### src/include/ebtc_pkg.sv
// Package for the eight-bit timer/counter pair: register map, fields, timing
package ebtc_pkg;
  // ----------------------------------------------------------------
  // Register byte offsets
  // ----------------------------------------------------------------
  localparam logic [7:0] TIMER_A_CONTROL_OFF = 8'h00;
  localparam logic [7:0] TIMER_B_CONTROL_OFF = 8'h04;
  localparam logic [7:0] TIMER_A_COUNT_OFF = 8'h08;
  localparam logic [7:0] TIMER_B_COUNT_OFF = 8'h0C;
  localparam logic [7:0] SENSING_CONTROL_OFF = 8'h10;
  localparam logic [7:0] IRQ_STATUS_OFF = 8'h14;
  localparam logic [7:0] IRQ_MASK_OFF = 8'h18;
  // ----------------------------------------------------------------
  // Control register fields
  // ----------------------------------------------------------------
  localparam int TIMER_ON_BIT = 7;
  localparam int CLOCK_SOURCE_SELECT = 5;
  localparam int SOURCE_EDGE_SELECT = 4;
  localparam int PRESCALER_BYPASS = 3;
  localparam int PRESCALE_RATE_MSB = 2;
  localparam logic [7:0] CONTROL_WRITE_MASK = 8'hBF;
  localparam int EXTERNAL_SOURCE_PICK_A = 0;
  localparam int EXTERNAL_SOURCE_PICK_B = 1;
  // ----------------------------------------------------------------
  // Reset values and timing
  // ----------------------------------------------------------------
  localparam logic [7:0] CONTROL_RESET = 8'h00;
  localparam logic [7:0] COUNT_RESET = 8'h00;
  localparam logic [7:0] COUNT_MAX = 8'hFF;
  localparam int PHASES_PER_CYCLE = 4;
  localparam logic [1:0] PHASE_Q2 = 2'd1;
  localparam logic [1:0] PHASE_Q4 = 2'd3;
  localparam logic [1:0] WRITE_INHIBIT_CYCLES = 2'd2;
  localparam logic [1:0] HTRANS_NONSEQ = 2'b10;
endpackage

### src/logic/ebtc_timer_pair.sv
// Two eight-bit timer/counters with prescalers behind an AHB-Lite slave
//
// Our own choices: the AHB-Lite interface to the registers and the placing of the registers.
`timescale 1ns/1ps
// Functional notes
// - External counts are sampled from the prescaler output only in the second and fourth phase; with bit 3 set the code counts external edges in any phase.
// - A timer counts only while bit 7 of its control register is one.
// - A disabled timer keeps its count.
// - Turning a timer on clears its prescaler.
// - During sleep both timers stop and keep their counts.
// - Bit 5 picks external edges when one, else the system clock divided by four.
// - Bit 4 picks falling external edges when one, rising when zero.
// - Bit 3 bypasses the prescaler when one, else the prescaler output clocks the timer.
// - Bits 2 to 0 choose a prescale of two to the power code plus one.
// - Bit 6 of a control register ignores writes and reads zero.
// - Each overflow from FFh to 00h sets the flag, cleared only by a software write.
// - A count write blocks incrementing for the two instruction cycles that follow.
// - A count write clears the prescaler when in use; the prescaler is not accessible.
// - A pick bit in the sensing control register selects oscillator when one, pin when zero.
module ebtc_timer_pair (
  input wire logic clk,
  input wire logic reset_n,
  input wire logic hsel,
  input wire logic [31:0] haddr,
  input wire logic [1:0] htrans,
  input wire logic hwrite,
  input wire logic [2:0] hsize,
  input wire logic [31:0] hwdata,
  input wire logic hready,
  output logic [31:0] hrdata,
  output logic hreadyout,
  output logic hresp,
  input wire logic sleep_mode,
  input wire logic [1:0] external_count_pin,
  input wire logic [1:0] sensing_oscillator_signal,
  output logic [1:0] overflow_pulse,
  output logic irq
);
  import ebtc_pkg::*;

  // ----------------------------------------------------------------
  // Bus slave
  // ----------------------------------------------------------------
  logic wr_pend_reg;
  logic [7:0] wr_addr_reg;
  logic [7:0] control_reg [2];
  logic [7:0] count_reg [2];
  logic [1:0] sensing_control_reg;
  logic [1:0] status_reg;
  logic [1:0] mask_reg;
  logic [1:0] phase_reg;
  logic [1:0] ovf_set;
  logic [1:0] cnt_wr;

  function automatic logic [7:0] timer_offset(input int unsigned t, input logic cnt);
    if (cnt) begin
      timer_offset = (t == 0) ? TIMER_A_COUNT_OFF : TIMER_B_COUNT_OFF;
    end else begin
      timer_offset = (t == 0) ? TIMER_A_CONTROL_OFF : TIMER_B_CONTROL_OFF;
    end
  endfunction

  wire addr_ok = hsel && hready && htrans == HTRANS_NONSEQ;
  assign hreadyout = 1'b1;
  assign hresp = 1'b0;

  always_ff @(posedge clk) begin
    if (!reset_n) begin
      wr_pend_reg <= 1'b0;
      wr_addr_reg <= 8'h00;
    end else if (hready) begin
      wr_pend_reg <= addr_ok && hwrite;
      wr_addr_reg <= haddr[7:0];
    end
  end

  always_ff @(posedge clk) begin
    if (!reset_n) begin
      hrdata <= 32'h0000_0000;
    end else if (addr_ok && !hwrite) begin
      case (haddr[7:0])
        TIMER_A_CONTROL_OFF: hrdata <= {24'h00_0000, control_reg[0]};
        TIMER_B_CONTROL_OFF: hrdata <= {24'h00_0000, control_reg[1]};
        TIMER_A_COUNT_OFF: hrdata <= {24'h00_0000, count_reg[0]};
        TIMER_B_COUNT_OFF: hrdata <= {24'h00_0000, count_reg[1]};
        SENSING_CONTROL_OFF: hrdata <= {30'h0000_0000, sensing_control_reg};
        IRQ_STATUS_OFF: hrdata <= {30'h0000_0000, status_reg};
        IRQ_MASK_OFF: hrdata <= {30'h0000_0000, mask_reg};
        default: hrdata <= 32'h0000_0000;
      endcase
    end
  end

  always_ff @(posedge clk) begin
    if (!reset_n) begin
      sensing_control_reg <= 2'b00;
      mask_reg <= 2'b00;
    end else if (wr_pend_reg) begin
      if (wr_addr_reg == SENSING_CONTROL_OFF) begin
        sensing_control_reg <= hwdata[1:0];
      end
      if (wr_addr_reg == IRQ_MASK_OFF) begin
        mask_reg <= hwdata[1:0];
      end
    end
  end

  // ----------------------------------------------------------------
  // Interrupts
  // ----------------------------------------------------------------
  // Set beats a simultaneous write-one clear
  always_ff @(posedge clk) begin
    if (!reset_n) begin
      status_reg <= 2'b00;
    end else begin
      status_reg <= (status_reg & ~((wr_pend_reg && wr_addr_reg == IRQ_STATUS_OFF)
                    ? hwdata[1:0] : 2'b00)) | ovf_set;
    end
  end

  assign irq = |(status_reg & mask_reg);

  // ----------------------------------------------------------------
  // Instruction phase divider
  // ----------------------------------------------------------------
  always_ff @(posedge clk) begin
    if (!reset_n) begin
      phase_reg <= 2'd0;
    end else begin
      phase_reg <= phase_reg + 2'd1;
    end
  end

  wire cycle_tick = phase_reg == PHASE_Q4;
  wire sample_tick = phase_reg == PHASE_Q2 || phase_reg == PHASE_Q4;

  // ----------------------------------------------------------------
  // Timers
  // ----------------------------------------------------------------
  genvar t;
  generate
    for (t = 0; t < 2; t++) begin : g_timer
      logic [1:0] sync_reg;
      logic src_last_reg;
      logic [7:0] prescale_reg;
      logic [7:0] prescale_next;
      logic pre_out_last_reg;
      logic [1:0] inhibit_reg;
      logic pulse_reg;
      logic raw_src;
      logic src_edge;
      logic pre_tick;
      logic pre_out;
      logic timer_tick;
      logic ctl_wr;
      logic turn_on;

      assign ctl_wr = wr_pend_reg && wr_addr_reg == timer_offset(t, 1'b0);
      assign cnt_wr[t] = wr_pend_reg && wr_addr_reg == timer_offset(t, 1'b1);
      assign turn_on = ctl_wr && hwdata[TIMER_ON_BIT] && !control_reg[t][TIMER_ON_BIT];

      // Raw pin passes two flops first
      assign raw_src = sensing_control_reg[t] ? sensing_oscillator_signal[t]
                                              : external_count_pin[t];
      always_ff @(posedge clk) begin
        if (!reset_n) begin
          sync_reg <= 2'b00;
          src_last_reg <= 1'b0;
        end else begin
          sync_reg <= {sync_reg[0], raw_src};
          src_last_reg <= sync_reg[1];
        end
      end

      assign src_edge = control_reg[t][SOURCE_EDGE_SELECT]
                        ? (src_last_reg && !sync_reg[1])
                        : (!src_last_reg && sync_reg[1]);
      assign pre_tick = control_reg[t][CLOCK_SOURCE_SELECT] ? src_edge : cycle_tick;

      always_comb begin
        prescale_next = prescale_reg;
        if (turn_on || (cnt_wr[t] && !control_reg[t][PRESCALER_BYPASS])) begin
          prescale_next = 8'h00;
        end else if (pre_tick && control_reg[t][TIMER_ON_BIT] && !sleep_mode) begin
          prescale_next = prescale_reg + 8'h01;
        end
      end

      always_ff @(posedge clk) begin
        if (!reset_n) begin
          prescale_reg <= 8'h00;
        end else begin
          prescale_reg <= prescale_next;
        end
      end

      // Prescaler output toggles at half the chosen ratio
      assign pre_out = control_reg[t][PRESCALER_BYPASS] ? (src_last_reg ^ sync_reg[1])
                       : prescale_reg[control_reg[t][PRESCALE_RATE_MSB:0]];

      // Sampling only at Q2/Q4 limits external rates to half the cycle
      always_ff @(posedge clk) begin
        if (!reset_n) begin
          pre_out_last_reg <= 1'b0;
        end else if (turn_on || cnt_wr[t]) begin
          // Stale high sample would fake a falling edge once cleared
          pre_out_last_reg <= 1'b0;
        end else if (sample_tick) begin
          pre_out_last_reg <= pre_out;
        end
      end

      always_comb begin
        timer_tick = 1'b0;
        if (control_reg[t][PRESCALER_BYPASS]) begin
          timer_tick = control_reg[t][CLOCK_SOURCE_SELECT] ? src_edge : cycle_tick;
        end else if (control_reg[t][CLOCK_SOURCE_SELECT]) begin
          timer_tick = sample_tick && pre_out_last_reg && !pre_out;
        end else begin
          timer_tick = cycle_tick && prescale_reg[control_reg[t][PRESCALE_RATE_MSB:0]]
                       && (prescale_next[control_reg[t][PRESCALE_RATE_MSB:0]] == 1'b0);
        end
      end

      always_ff @(posedge clk) begin
        if (!reset_n) begin
          control_reg[t] <= CONTROL_RESET;
        end else if (ctl_wr) begin
          control_reg[t] <= hwdata[7:0] & CONTROL_WRITE_MASK;
        end
      end

      always_ff @(posedge clk) begin
        if (!reset_n) begin
          inhibit_reg <= 2'd0;
        end else if (cnt_wr[t]) begin
          inhibit_reg <= WRITE_INHIBIT_CYCLES;
        end else if (cycle_tick && inhibit_reg != 2'd0) begin
          inhibit_reg <= inhibit_reg - 2'd1;
        end
      end

      wire do_inc = timer_tick && control_reg[t][TIMER_ON_BIT]
                    && !sleep_mode && inhibit_reg == 2'd0;
      assign ovf_set[t] = do_inc && count_reg[t] == COUNT_MAX && !cnt_wr[t];

      always_ff @(posedge clk) begin
        if (!reset_n) begin
          count_reg[t] <= COUNT_RESET;
        end else if (cnt_wr[t]) begin
          count_reg[t] <= hwdata[7:0];
        end else if (do_inc) begin
          count_reg[t] <= count_reg[t] + 8'h01;
        end
      end

      always_ff @(posedge clk) begin
        if (!reset_n) begin
          pulse_reg <= 1'b0;
        end else begin
          pulse_reg <= ovf_set[t];
        end
      end
      assign overflow_pulse[t] = pulse_reg;
    end
  endgenerate
endmodule
### config.mk
export PLATFORM = sky130hd
export DESIGN_NAME = ebtc_timer_pair
export DESIGN_NICKNAME = d
export VERILOG_FILES = /design/src/include/ebtc_pkg.sv /design/src/logic/ebtc_timer_pair.sv
export SDC_FILE = /design/constraint.sdc
export NUM_CORES = 1
export LEC_CHECK = 0
export BUFFER_PORTS_ARGS = -buffer_cell sky130_fd_sc_hd__buf_4
export CORE_MARGIN = 5
export CORE_UTILIZATION = 50
export DETAILED_ROUTE_END_ITERATION = 6
export GPL_ROUTABILITY_DRIVEN = 0
export HOLD_SLACK_MARGIN = 0.12
export PLACE_DENSITY = 0.79
export SYNTH_ARGS = -nofsm -noshare
export SYNTH_HDL_FRONTEND = slang
export SYNTH_SLANG_ARGS = --single-unit
### constraint.sdc
create_clock -name clk -period 3.1 [get_ports clk]
set_input_delay 0.155 -clock clk [delete_from_list [all_inputs] [get_ports clk]]
set_output_delay 0.155 -clock clk [all_outputs]
set_load 0.05 [all_outputs]
Yosys cells after proc, flatten, opt, wreduce, memory -nomap -nowiden. Memories as Yosys holds them, arrays and structs flattened. Index checks and enable logic that the tools add are counted.

ROM bits: 0. RAM bits: 30. Latch bits: 0. Output and inout bits: 37. Input port bits: 79. Bits in registers: 79. Memories: 2. Logic and storage cells: 198.

Reduce and logical (&&, ||, !) cells: 77. Muxes and demuxes: 57. Add/sub/neg operators: 7. Equal/unequal tests: 17. Shifts and indexed selects: 0. Bitwise operators: 15. Multipliers: 0. $lt $le $gt $ge: 2. Div/mod/pow operators: 0.

Memory list: count_reg (words 2, bits a word 8, read ports 2, clocked after memory_dff 0, write ports 2, RTL line ebtc_timer_pair.sv:47) `logic [7:0] count_reg [2];`; control_reg (words 2, bits a word 7, read ports 2, clocked after memory_dff 0, write ports 2, RTL line ebtc_timer_pair.sv:46) `logic [7:0] control_reg [2];`.

Operators with widths (count): 8-bit 2-to-1 mux (8); 8-bit one-hot mux with 7 select lines (1); 8-bit by 5-bit equality test with 1-bit output (second input constant) (6); 1-bit logical AND (43); 1-bit 2-to-1 mux (37); 8-bit by 1-bit adder with 8-bit output (second input constant) (4); 8-bit by 4-bit equality test with 1-bit output (second input constant) (4); 8-bit by 3-bit equality test with 1-bit output (second input constant) (2); 8-bit equality test (second input constant) (2); 8-bit logical NOT (2); 1-bit logical NOT (14); 7-bit 2-to-1 mux (2); 1-bit binary-select mux with 3-bit select (4); 2-bit 2-to-1 mux (5); 2-bit OR reduction (5); 3-bit by 4-bit < comparator with 1-bit output (second input constant) (2); 2-bit nonzero test (4); 1-bit OR (6); 1-bit logical OR (5); 2-bit AND (2); 2-bit equality test (second input constant) (2); 2-bit logical NOT (2); 2-bit AND reduction (2); 2-bit by 1-bit subtractor with 2-bit output (second input constant) (2); 6 further kinds (9).

Logic depth before layout (Yosys ltp). Gate-level depths: netlist of the first run.

Word-level depth: 22. Gate-level depth with buffers: 11. Depth with buffers taken out: 9.

Least setup slack after synthesis of the first run. Ideal clock, no wire load.

Path kind: reg-to-reg. Start point: register g_timer[1].sync_reg[1]. End point: memory count_reg[1][0] (enable). Buffers on the path: 1. Arrival: 2330 ps. Setup slack: 396 ps. Period minus slack after synthesis: 2704 ps. Required time: 2726 ps. Stages on the path, launching flop included: 11. Setup time: 374 ps. Path through: dfxtp_1 inv_1 ha_1 mux2i_1 a211o_1 buf_2 o311a_1 a311oi_1 o211ai_1 a21oi_1 o21ai_1.

RTL lines: start, declared (RTL line ebtc_timer_pair.sv:143) `logic [1:0] sync_reg;`; start signal, assigned (RTL line ebtc_timer_pair.sv:170) `sync_reg <= {sync_reg[0], raw_src};`; end, declared (RTL line ebtc_timer_pair.sv:47).

==> results.md, run 1 <==
- Status: finished clean
- Avg Vias per Cell: 5.81
- Hold Path Cell Cnt: 3
- Post-synthesis async set-or-reset flop share: 0
- FF+latch count, synth: 85
- Yosys warns: 0
- 1st-iter DRT viols: 326
- Worst-path cell with the longest stage delay: or4_1
- Post-route setup TNS: 0 ps
- IO buf count: 38
- Global-route wire length before repair: 19900 µm
- Total gr overflow: 0
- Dpl cells: 693
- Tmin final: between 2000 and 3000 ps
- Commonest non-fill, non-tap cell in the layout: nor2_1
- DRT Wirelength: between 10000 and 15000 µm
- Largest net degree at the start of global routing: 32
- Sequential share of power: 0.513
- Clk pwr share: 0.363
- Share of cells above drive strength 1: 0.176
- Nets: 677
- Power per Cell Area: between 400 and 500 nW/µm²
- Synthesized area per cell: about 9.5 µm²
- H-tree levels: 3
- Routed Antenna Nets: 0
- Unrepaired setup endpoints after global routing: false
- Leakage dissipation: 0.00216 µW
- Site row count: 36
- Clock-pin slew on the worst setup and hold paths: 90 ps
- VDD IR max: roughly 0.26 mV
- Post-DP HPWL: between 9000 and 10000 µm
- Ys flop type: dfxtp_1
- Most frequent cells in the layout: 60 x nor2_1, 56 x buf_4, 55 x dfxtp_1
- Sw frac: 0.267
- Worst EP arrival: about 3000 ps
- Final Setup Violations: 0
- Vias in the first global route: 4135
- Number of fill cells: 827
- Fmax: 337 MHz
- Max incr delay on CP: 560 ps
- Clock sinks: 85
- Clk Latency, worst-skew pair: 360 ps
- Post-route insts no fill: 724
- Worst Skew: 10.8 ps
- Min-Delay Startpoint: hwdata[1]
- Critical Path, Cell by Cell: mux2i_1 -> a211o_2 -> or4_1 -> a41oi_1 -> o211ai_1 -> buf_4 -> a21oi_4 -> o21ai_1
- Hold Path Class: primary input to flip-flop
- Relative slew slack: 0.580
- Initial DRT Pass Iterations: 5
- Die H: 110 µm
- Hold Crit Endpoint: sensing_control_reg[1]$_SDFFE_PN0P_
- Tcrit/Tclk final: 0.957
- Initial Utilization: 0.514
- P&R area growth vs syn: 14.9%
- Clk root buf: clkbuf_8
- Final slew viol count: 0
- Setup WS post-layout: 134 ps
- Core Footprint: 9770 µm²
- Startpoint Class: flip-flop
- CP Class: flip-flop to flip-flop
- # diodes: 0
- CTS tree: done
- Post-synth EDFFs: 30
- Max cap viols: 0
- Worst Tran Pin Value: 627 ps
- Hold Fails Final Rpt: 0
- Final Util: 0.590
- # DRC: 0
- GRT Overall Usage: 0.211
- Worst setup EP type: flip-flop
- Initial antenna violation count: 0
- Cells after Synth: 531
- Synth area leader: dfxtp_1
- Pint: 1740 µW
- R2R setup slack: 130 ps
- Worst r2r dst: count_reg[1][5]$_SDFFCE_PN0P_
- Reg2Reg Depth: 8
- Top-Level Pins: 116
- FF-to-FF Start: control_reg[1][4]$_SDFFCE_PN0P_
- Avg WL per Cell: ~17 µm
- Synth cell types: 64
- Num CTS Buffers: 9
- Die Width: 110 µm
- Post-CTS setup buffer count: 0
- Area share of the largest cell type after synthesis: 0.219
- Area contributors post-synth: dfxtp_1 22%, edfxtp_1 18%, mux2i_1 4.8%, mux4_2 4.5%, nor2_1 4.5%
- NetSw: 637 µW
- Die area: 12100 µm²
- Comb power frac: 0.124
- Post-placement worst setup slack: -70.3 ps
- Synth Cell Area: roughly 5000 µm²
- Via count: between 4000 and 5000
- Clock buffer depth: 2
- CP max FO: 12
- Sequential fraction of the synthesis area: 0.399
- Worst Path Required: 3210 ps
==> repair_timing <==
item,CTS,global route
resized for setup,1,3
hold buffers,15,0
pin swaps,0,1
endpoints found under the setup margin,8,15
endpoints found under the hold margin,20,0
==> worst max-delay path by stage <==
stage                                           start  cells after the start                            end
floorplan           g_timer[1].sync_reg[1]$_SDFF_PN0_                     10  count_reg[1][0]$_SDFFCE_PN0P_
global placement    g_timer[1].sync_reg[1]$_SDFF_PN0_                      9  count_reg[1][1]$_SDFFCE_PN0P_
detailed placement  g_timer[1].sync_reg[1]$_SDFF_PN0_                      9  count_reg[1][6]$_SDFFCE_PN0P_
CTS                   control_reg[1][4]$_SDFFCE_PN0P_                      8  count_reg[1][2]$_SDFFCE_PN0P_
global route        g_timer[0].sync_reg[1]$_SDFF_PN0_                      9      count_reg[0][5]$_DFFE_PP_
finish                control_reg[1][4]$_SDFFCE_PN0P_                      8  count_reg[1][5]$_SDFFCE_PN0P_
==> synth_stat cells (3+ instances only) <==
master / number
nor3b_1: 7
o2111ai_1: 3
dfxtp_1: 55
nand4b_1: 3
nand4_1: 4
inv_1: 21
or3_1: 4
xor2_1: 8
mux4_2: 10
a22oi_1: 7
and2_1: 11
a211oi_1: 3
nor2b_1: 8
nand2_1: 49
buf_1: 3
o21ai_1: 9
mux2i_1: 24
nand3_1: 20
edfxtp_1: 30
xnor2_1: 15
o211ai_1: 3
clkbuf_1: 14
nand2b_1: 8
a21o_1: 3
nand3b_1: 4
nor2_1: 60
mux2_2: 3
and3_1: 10
nor3_1: 9
a31oi_1: 7
buf_2: 4
a21oi_1: 18
o31ai_2: 8
buf_4: 28
ha_1: 12
o21ai_0: 9
==> layer usage <==
metal,vias up,GRT usage,wire (µm)
met5,-,0,0
met4,0,0.0871,342
met3,36,0.0466,873
met2,180,0.356,6160
met1,2032,0.263,5080
li1,1962,-,-
==> worst max-delay path, delay by kind of cell, from the launching register on <==
family	cells	cell delay, ps
DFF	1	480
muxes	1	250
AOI/OAI and AO/OA	5	1240
and+or+nand+nor	1	560
buffers and inverters	1	180
==> cell families after synthesis <==
kind of cell               share of synthesized area
and+or+nand+nor                                0.209
AOI/OAI and AO/OA                              0.144
DFF                                            0.399
buffers and inverters                         0.0775
muxes                                         0.0994
xor gates and xnor gates                      0.0401
adders and majority gates                     0.0299
other                                        0.00150
==> area by class of cell <==
cell class | count | area, µm² | share of cell area
inverters | 21 | 78.8 | 0.0137
clock buffers | 11 | 131 | 0.0228
multi-input cells | 398 | 2740 | 0.474
flip-flops and latches | 85 | 2000 | 0.347
clock inverters | 5 | 85.1 | 0.0147
well taps | 133 | 166 | 0.0288
repair buffers | 71 | 571 | 0.0989
==> power groups by stage <==
stage | Combinational (µW) | Sequential [µW] | Clock (µW)
global placement | 268 | 1240 | 0
global route | 316 | 1230 | 922
detailed placement | 274 | 1250 | 0
CTS | 290 | 1220 | 873
floorplan | 226 | 1230 | 0
finish | 295 | 1220 | 864
==> metrics by stage <==
step / hold WS, ps / area (µm²) / power, µW
floorplan: 299 / 5110 / 1450
global placement: 403 / 5390 / 1510
detailed placement: 408 / 5390 / 1520
CTS: 122 / 5760 / 2380
global route: 145 / 5770 / 2460
finish: 126 / 5770 / 2380
(Power assumes the default switching activity.)
==> run 2, diff against run 1 <==
--- a/config.mk
+++ b/config.mk
@@ -5,13 +5,15 @@
 export SDC_FILE = /design/constraint.sdc
 export NUM_CORES = 1
 export LEC_CHECK = 0
+export ABC_AREA = 1
 export BUFFER_PORTS_ARGS = -buffer_cell sky130_fd_sc_hd__buf_4
 export CORE_MARGIN = 5
 export CORE_UTILIZATION = 50
 export DETAILED_ROUTE_END_ITERATION = 6
 export GPL_ROUTABILITY_DRIVEN = 0
+export GPL_TIMING_DRIVEN = 0
 export HOLD_SLACK_MARGIN = 0.12
-export PLACE_DENSITY = 0.79
+export PLACE_DENSITY = 0.78
 export SYNTH_ARGS = -nofsm -noshare
 export SYNTH_HDL_FRONTEND = slang
 export SYNTH_SLANG_ARGS = --single-unit
==> run 2 against run 1 <==
Compared with the run above: final area up 6.5%; setup slack better by 150 ps; non-clock buffer count up 25; synthesized cell count up 37%; combinational power up 12%; sequential share of layout area down 2.1 points; utilization up 0.78 points; clock power down 18%; hold slack better by 88 ps; via count up 21%.
==> results.md, run 2 <==
- Status: finished clean (unchanged)
- Clock-pin slew on the worst setup and hold paths: 90 ps (about the same)
- Synth cell types: 44 (was 64)
- Worst EP arrival: 2850 ps (was 3080 ps)
- Unrepaired setup endpoints after global routing: false (unchanged)
- WL met3: 1290 µm (was 873 µm)
- Post-route setup TNS: 0 ps (unchanged)
- Vias in the first global route: 4880 (was 4135)
- Final Setup Violations: 0 (unchanged)
- Initial antenna violation count: 0 (unchanged)
- Hold Crit Endpoint: wr_pend_reg$_SDFFE_PN0P_ (was sensing_control_reg[1]$_SDFFE_PN0P_)
- Clock sinks: 85 (unchanged)
- Die Width: 112 µm (was 110 µm)
- Synthesized area per cell: 7.16 µm² (was 9.46 µm²)
- Max incr delay on CP: 370 ps (was 560 ps)
- Hold Path Cell Cnt: 5 (was 3)
- Num CTS Buffers: 9 (unchanged)
- Min-Delay Startpoint: htrans[0] (was hwdata[1])
- Top-Level Pins: 116 (unchanged)
- Most Frequent Cell on Critical Path: nand2_1
- Commonest non-fill, non-tap cell in the layout: nand2_1 (was nor2_1)
- Die area: 12600 µm² (was 12100 µm²)
- GRT Overall Usage: 0.221 (was 0.211)
- Worst r2r dst: count_reg[1][1]$_SDFFCE_PN0P_ (was count_reg[1][5]$_SDFFCE_PN0P_)
- Hold slack: 215 ps (was 126 ps)
- Max cap viols: 0 (unchanged)
- Hold Fails Final Rpt: 0 (unchanged)
- Post-synthesis async set-or-reset flop share: 0 (unchanged)
- Most numerous cell in the Yosys netlist: nand2_1 (was nor2_1)
- Top routing layer used: met4 (unchanged)
- Yosys warns: 0 (unchanged)
- Startpoint Class: flip-flop (unchanged)
- IO buf count: 38 (unchanged)
- FF-to-FF Start: phase_reg[0]$_SDFF_PN0_ (was control_reg[1][4]$_SDFFCE_PN0P_)
- Tmin final: 2820 ps (was 2970 ps)
- H-tree levels: 3 (unchanged)
- Worst Skew: 9.50 ps (was 10.8 ps)
- Avg Vias per Cell: 5.28 (was 5.81)
- Initial DRT Pass Iterations: 5 (unchanged)
- Site row count: 37 (was 36)
- Routed Antenna Nets: 0 (unchanged)
- Initial Utilization: 0.509 (was 0.514)
- Area contributors post-synth: dfxtp_1 21%, edfxtp_1 17%, nand2_1 13%, inv_1 7.3%, nor2_1 6.0% (was dfxtp_1 22%, edfxtp_1 18%, mux2i_1 4.8%, mux4_2 4.5%, nor2_1 4.5%)
- Share of cells above drive strength 1: 0.144 (was 0.176)
- CP max FO: 10 (was 12)
- Worst Path Required: 3130 ps (was 3210 ps)
- 1st-iter DRT viols: 570 (was 326)
- Via count: 5095 (was 4210)
- Nets: 915 (was 677)
- Clock buffer depth: 2 (unchanged)
- Critical Path, Cell by Cell: ha_1 -> inv_1 -> nand2_1 -> nand3_2 -> nand2_1 -> nand2_1 -> nand2_4 -> nand2_2 -> nand3_1 -> nand2_1 -> nand2_1 -> nand3_2 -> nand2_4 -> nand3_4 -> nand2_4 -> inv_2 -> nand2_1 (was mux2i_1 -> a211o_2 -> or4_1 -> a41oi_1 -> o211ai_1 -> buf_4 -> a21oi_4 -> o21ai_1)
- WL met2: 6570 µm (was 6160 µm)
- Worst setup EP type: flip-flop (unchanged)
- Tcrit/Tclk final: 0.908 (was 0.957)
- Worst Tran Pin Value: 1090 ps (was 627 ps)
- Area share of the largest cell type after synthesis: 0.211 (was 0.219)
- Avg WL per Cell: 14.4 µm (was 17.2 µm)
- Total gr overflow: 0 (unchanged)
- Hold Path Class: primary input to flip-flop (unchanged)
- Cells after Synth: 730 (was 531)
- # diodes: 0 (unchanged)
- Crit path buffers/inverters: 2 (was 1)
- Core Footprint: 10300 µm² (was 9770 µm²)
- Final Util: 0.598 (was 0.590)
- Relative slew slack: 0.264 (was 0.580)
- DRT Wirelength: 13900 µm (was 12500 µm)
- Die H: 112 µm (was 110 µm)
- Post-synth EDFFs: 30 (unchanged)
- P&R area growth vs syn: 17.6% (was 14.9%)
- Most frequent cells in the layout: 179 x nand2_1, 101 x inv_1, 84 x nor2_1 (was 60 x nor2_1, 56 x buf_4, 55 x dfxtp_1)
- Leakage dissipation: 0.00276 µW (was 0.00216 µW)
- Clk Latency, worst-skew pair: 360 ps (about the same)
- VDD IR max: 0.216 mV (was 0.260 mV)
- Largest net degree at the start of global routing: 15 (was 32)
- R2R setup slack: 280 ps (was 130 ps)
- FF+latch count, synth: 85 (unchanged)
- WL met1: 5700 µm (was 5080 µm)
- Clk root buf: clkbuf_8 (unchanged)
- Worst-path cell with the longest stage delay: dfxtp_1 (was or4_1)
- Synth cell count leaders: 179 x nand2_1, 101 x inv_1, 84 x nor2_1, 55 x dfxtp_1 (was 60 x nor2_1, 55 x dfxtp_1, 49 x nand2_1, 30 x edfxtp_1, 28 x buf_4)
- Power per Cell Area: 366 nW/µm² (was 413 nW/µm²)
- # DRC: 0 (unchanged)
- Global-route wire length before repair: 22800 µm (was 19900 µm)
- Post-DP HPWL: 10500 µm (was 9170 µm)
- CP Class: flip-flop to flip-flop (unchanged)
- CTS tree: done (unchanged)
- Final slew viol count: 0 (unchanged)
- Ys flop type: dfxtp_1 (unchanged)
- Sequential fraction of the synthesis area: 0.383 (was 0.399)
- Synth Cell Area: 5230 µm² (was 5020 µm²)
- Number of fill cells: 929 (was 827)
- Crit path max-delay family: simple AND/OR/NAND/NOR gates (was compound AO/OA/AOI/OAI gates)
- Reg2Reg Depth: 17 (was 8)
- Synth area leader: dfxtp_1 (unchanged)
- Fmax: 355 MHz (was 337 MHz)
## run 2: changes by cell type after synthesis, moves of 13 or more
cell     change
nand4_1     +16
xnor2_1     -13
o21ai_0     +31
a21oi_1     +14
nand3_1     +20
inv_1       +80
mux2i_1     -24
nand2_1    +130
nor2_1      +24
## run 2: kinds of logic after synthesis
| logic type | count (synthesis) | synth area share |
|---|---|---|
| buffers and inverters | 146 | 0.126 |
| other | 2 | 0.00144 |
| AO/OA/AOI/OAI | 97 | 0.102 |
| AND/OR/NAND/NOR | 369 | 0.327 |
| XOR/XNOR | 19 | 0.0318 |
| adder cells (fa/ha/maj) | 12 | 0.0287 |
| flip-flops | 85 | 0.383 |
## run 2: report_power, final
| group | switching (µW) | total, µW | leakage, µW | internal, µW |
|---|---|---|---|---|
| clock | 412 | 707 | 0.0000846 | 295 |
| sequential | 29.6 | 1210 | 0.000758 | 1180 |
| combinational | 219 | 329 | 0.00192 | 110 |
| total | 661 | 2250 | 0.00276 | 1590 |
## run 2: timing repair
action | CTS | global route
endpoints found under the setup margin | 0 | 0
resized for setup | 0 | 0
buffers inserted | 0 | 0
hold endpoints to repair | 19 | 0
hold buffers | 21 | 0
## run 2: metal layers
layer | global-route usage | vias to the layer above
li1 | - | 2498
met1 | 0.270 | 2310
met2 | 0.379 | 252
met3 | 0.0528 | 35
met4 | 0.0785 | 0
met5 | 0 | -
## run 2: how the worst max path moves through the flow
stage	startpoint	end	slack, ps	cells after the start
3_3_place_gp	g_timer[0].sync_reg[1]$_SDFF_PN0_	count_reg[0][5]$_DFFE_PP_	370	19
6_report	phase_reg[0]$_SDFF_PN0_	count_reg[1][1]$_SDFFCE_PN0P_	280	17
3_5_place_dp	g_timer[0].sync_reg[1]$_SDFF_PN0_	count_reg[0][4]$_DFFE_PP_	320	19
4_1_cts	g_timer[0].sync_reg[1]$_SDFF_PN0_	count_reg[0][4]$_DFFE_PP_	310	19
2_1_floorplan	g_timer[0].sync_reg[1]$_SDFF_PN0_	count_reg[0][0]$_DFFE_PP_	800	19
5_1_grt	g_timer[0].sync_reg[1]$_SDFF_PN0_	count_reg[0][5]$_DFFE_PP_	5	19
## run 2: metrics by stage
stage / power, µW / worst slack (ps) / area, µm² / instances
after floorplan: 1460 / 800 / 5320 / 754
after global placement: 1530 / 375 / 5770 / 928
after detailed placement: 1540 / 324 / 5770 / 928
after CTS: 2250 / 309 / 6150 / 965
after global routing: 2340 / 5.26 / 6150 / 965
final: 2250 / 284 / 6150 / 965
## run 2: tightest hold or removal path: stages
cell and delay (ps):
buf_4 80, nor2_1 30, and3_1 140, nand2_1 70
a21oi_1 60
## run 2: final cells by class
type	count	area [µm²]	area share
multi-input combinational	523	2660	0.432
clock inverter	5	33.8	0.00550
timing repair buffer	59	495	0.0806
inverter	109	412	0.0670
buffer	37	245	0.0399
clock buffer	11	131	0.0214
tap	136	170	0.0277
sequential	85	2000	0.326
==> run 3, diff against run 2 <==
--- a/config.mk
+++ b/config.mk
@@ -5,7 +5,6 @@
 export SDC_FILE = /design/constraint.sdc
 export NUM_CORES = 1
 export LEC_CHECK = 0
-export ABC_AREA = 1
 export BUFFER_PORTS_ARGS = -buffer_cell sky130_fd_sc_hd__buf_4
 export CORE_MARGIN = 5
 export CORE_UTILIZATION = 50
@@ -13,7 +12,7 @@
 export GPL_ROUTABILITY_DRIVEN = 0
 export GPL_TIMING_DRIVEN = 0
 export HOLD_SLACK_MARGIN = 0.12
-export PLACE_DENSITY = 0.78
+export PLACE_DENSITY = 0.79
 export SYNTH_ARGS = -nofsm -noshare
 export SYNTH_HDL_FRONTEND = slang
 export SYNTH_SLANG_ARGS = --single-unit
==> constraint.sdc (replaced) <==
create_clock -name clk -period 3 [get_ports clk]
set_input_delay 0.15 -clock clk [delete_from_list [all_inputs] [get_ports clk]]
set_output_delay 0.15 -clock clk [all_outputs]
set_load 0.05 [all_outputs]
==> run 3 against run 2 <==
Compared with the run above: flip-flop and latch count is the same; largest power group unchanged; clock power is 13% higher; critical path depth fell by 10; global-route usage fell by 0.11 points; final area down 2.6%.
==> results.md, run 3 (synthesized netlist as in run 1, its figures left out) <==
- Critical Path, Cell by Cell: mux2i_2 -> a2111oi_2 -> mux2i_1 -> mux2i_1 -> nand3_1 -> a31oi_1 -> nand2b_1 (was ha_1 -> inv_1 -> nand2_1 -> nand3_2 -> nand2_1 -> nand2_1 -> nand2_4 -> nand2_2 -> nand3_1 -> nand2_1 -> nand2_1 -> nand3_2 -> nand2_4 -> nand3_4 -> nand2_4 -> inv_2 -> nand2_1)
- R2R setup slack: 90 ps (was 280 ps)
- Die H: 110 µm (was 112 µm)
- Global-route wire length before repair: 20700 µm (was 22800 µm)
- Worst EP arrival: 2940 ps (was 2850 ps)
- Fmax: 344 MHz (was 355 MHz)
- Clock sinks: 85 (unchanged)
- Worst setup EP type: flip-flop (unchanged)
- Avg WL per Cell: 17.1 µm (was 14.4 µm)
- Sw frac: 0.280 (was 0.294)
- DRT Wirelength: 13000 µm (was 13900 µm)
- Tmin final: 2910 ps (was 2820 ps)
- Power per Cell Area: 401 nW/µm² (was 366 nW/µm²)
- Initial antenna violation count: 0 (unchanged)
- Clk pwr share: 0.332 (was 0.314)
- Num CTS Buffers: 9 (unchanged)
- Commonest non-fill, non-tap cell in the layout: buf_4 (was nand2_1)
- Final Setup Violations: 0 (unchanged)
- CP Class: flip-flop to flip-flop (unchanged)
- # DRC: 0 (unchanged)
- Initial DRT Pass Iterations: 5 (unchanged)
- Most Frequent Cell on Critical Path: mux2i_1 (was nand2_1)
- Sequential share of power: 0.525 (was 0.540)
- Startpoint Class: flip-flop (unchanged)
- Largest net degree at the start of global routing: 15 (unchanged)
- Max incr delay on CP: 540 ps (was 370 ps)
- Max cap viols: 0 (unchanged)
- VDD IR max: 0.264 mV (was 0.216 mV)
- Hold slack: 171 ps (was 215 ps)
- Clock-pin slew on the worst setup and hold paths: 90 ps (about the same)
- CP max FO: 8 (was 10)
- Relative slew slack: 0.444 (was 0.264)
- 1st-iter DRT viols: 431 (was 570)
- Pint: 1730 µW (was 1590 µW)
- Status: finished clean (unchanged)
- Site row count: 36 (was 37)
- Total gr overflow: 0 (unchanged)
- Final slew viol count: 0 (unchanged)
- Worst-path cell with the longest stage delay: a2111oi_2 (was dfxtp_1)
- # diodes: 0 (unchanged)
- Worst Path Required: 3030 ps (was 3130 ps)
- Top-Level Pins: 116 (unchanged)
- Hold Fails Final Rpt: 0 (unchanged)
- Leakage dissipation: 0.00226 µW (was 0.00276 µW)
- Comb power frac: 0.144 (was 0.146)
- Die Width: 110 µm (was 112 µm)
- Worst Skew: 8.24 ps (was 9.50 ps)
- Core Footprint: 9770 µm² (was 10300 µm²)
- CTS tree: done (unchanged)
- Clk root buf: clkbuf_8 (unchanged)
- Routed Antenna Nets: 0 (unchanged)
- Die area: 12100 µm² (was 12600 µm²)
- Vias in the first global route: 4163 (was 4880)
- Initial Utilization: 0.514 (was 0.509)
- Share of cells above drive strength 1: 0.200 (was 0.144)
- Via count: 4365 (was 5095)
- Clk Latency, worst-skew pair: 360 ps (about the same)
- Hold Path Class: primary input to flip-flop (unchanged)
- IO buf count: 36 (was 38)
- Nets: 711 (was 915)
- Avg Vias per Cell: 5.76 (was 5.28)
- Final Util: 0.612 (was 0.598)
- NetSw: 673 µW (was 661 µW)
- Most frequent cells in the layout: 64 x buf_4, 60 x nor2_1, 55 x dfxtp_1 (was 179 x nand2_1, 101 x inv_1, 84 x nor2_1)
- P&R area growth vs syn: 19.2% (was 17.6%)
- Tcrit/Tclk final: 0.970 (was 0.908)
- Worst Tran Pin Value: 828 ps (was 1090 ps)
- Clock buffer depth: 2 (unchanged)
- GRT Overall Usage: 0.220 (was 0.221)
- H-tree levels: 3 (unchanged)
- Post-DP HPWL: 9670 µm (was 10500 µm)
## run 3: changes by cell type in the layout (fill, tap and decap cells not counted), moves of 10 or more
cell / delta
a21oi_1: -16
and2_1: +11
inv_1: -80
mux2i_1: +22
mux4_2: +10
nand2_1: -130
nand3_1: -20
nand4_1: -16
nor2_1: -24
o21ai_0: -31
xnor2_1: +13
## run 3: layout make-up
cell class | count | area (µm²)
Buffer | 51 | 310
Multi-Input combinational cell | 398 | 2770
Tap cell | 133 | 166
Timing Repair Buffer | 54 | 460
Inverter | 21 | 78.8
Fill cell | 804 | 3790
Clock inverter | 4 | 30.0
Clock buffer | 12 | 166
Sequential cell | 85 | 2000
## run 3: routing by layer
layer  track usage  vias up  wire length [µm]
li1              -     2042                 -
met2         0.383      190              6640
met1         0.274     2103              5170
met4        0.0695        0               279
met3        0.0419       30               894
met5             0        -                 0
## run 3: metrics by stage
| step | setup slack [ps] | power, µW | setup TNS, ps | instances | area [µm²] |
|---|---|---|---|---|---|
| 6_report | 89.6 | 2400 | 0 | 758 | 5990 |
| 3_3_place_gp | -240 | 1590 | -1910 | 724 | 5550 |
| 3_5_place_dp | -355 | 1590 | -2840 | 724 | 5550 |
| 4_1_cts | 59.9 | 2400 | 0 | 757 | 5940 |
| 5_1_grt | -2.40 | 2490 | -7.66 | 758 | 5990 |
| 2_1_floorplan | 296 | 1500 | 0 | 555 | 5110 |
## run 3: power groups by stage
stage	clock (µW)	sequential (µW)	combinational, µW
CTS	813	1260	332
floorplan	0	1270	233
finish	796	1260	345
global placement	0	1280	304
detailed placement	0	1280	311
global route	858	1260	370
## run 3: repair_timing
item	CTS	global route
endpoints found under the hold margin	24	0
gates resized for setup	5	5
endpoints found under the setup margin	8	32
setup buffers	0	1
hold buffers	17	0
pin swaps	0	4
## run 3: worst paths after layout
kind,start,end,cells after the start
setup / recovery,control_reg[0][4]$_SDFFCE_PN0P_,count_reg[0][7]$_DFFE_PP_,7
hold / removal,hwdata[7],control_reg[0][6]$_SDFFCE_PN0P_,2
setup reg to reg,control_reg[0][4]$_SDFFCE_PN0P_,count_reg[0][7]$_DFFE_PP_,7
hold reg to reg,g_timer[0].sync_reg[0]$_SDFF_PN0_,g_timer[0].sync_reg[1]$_SDFF_PN0_,1
## run 3: critical path, delay by kind of cell, from the launching register on
kind	cells	cell delay [ps]
simple gates	2	460
mux	3	640
flops	1	490
compound gates	2	990
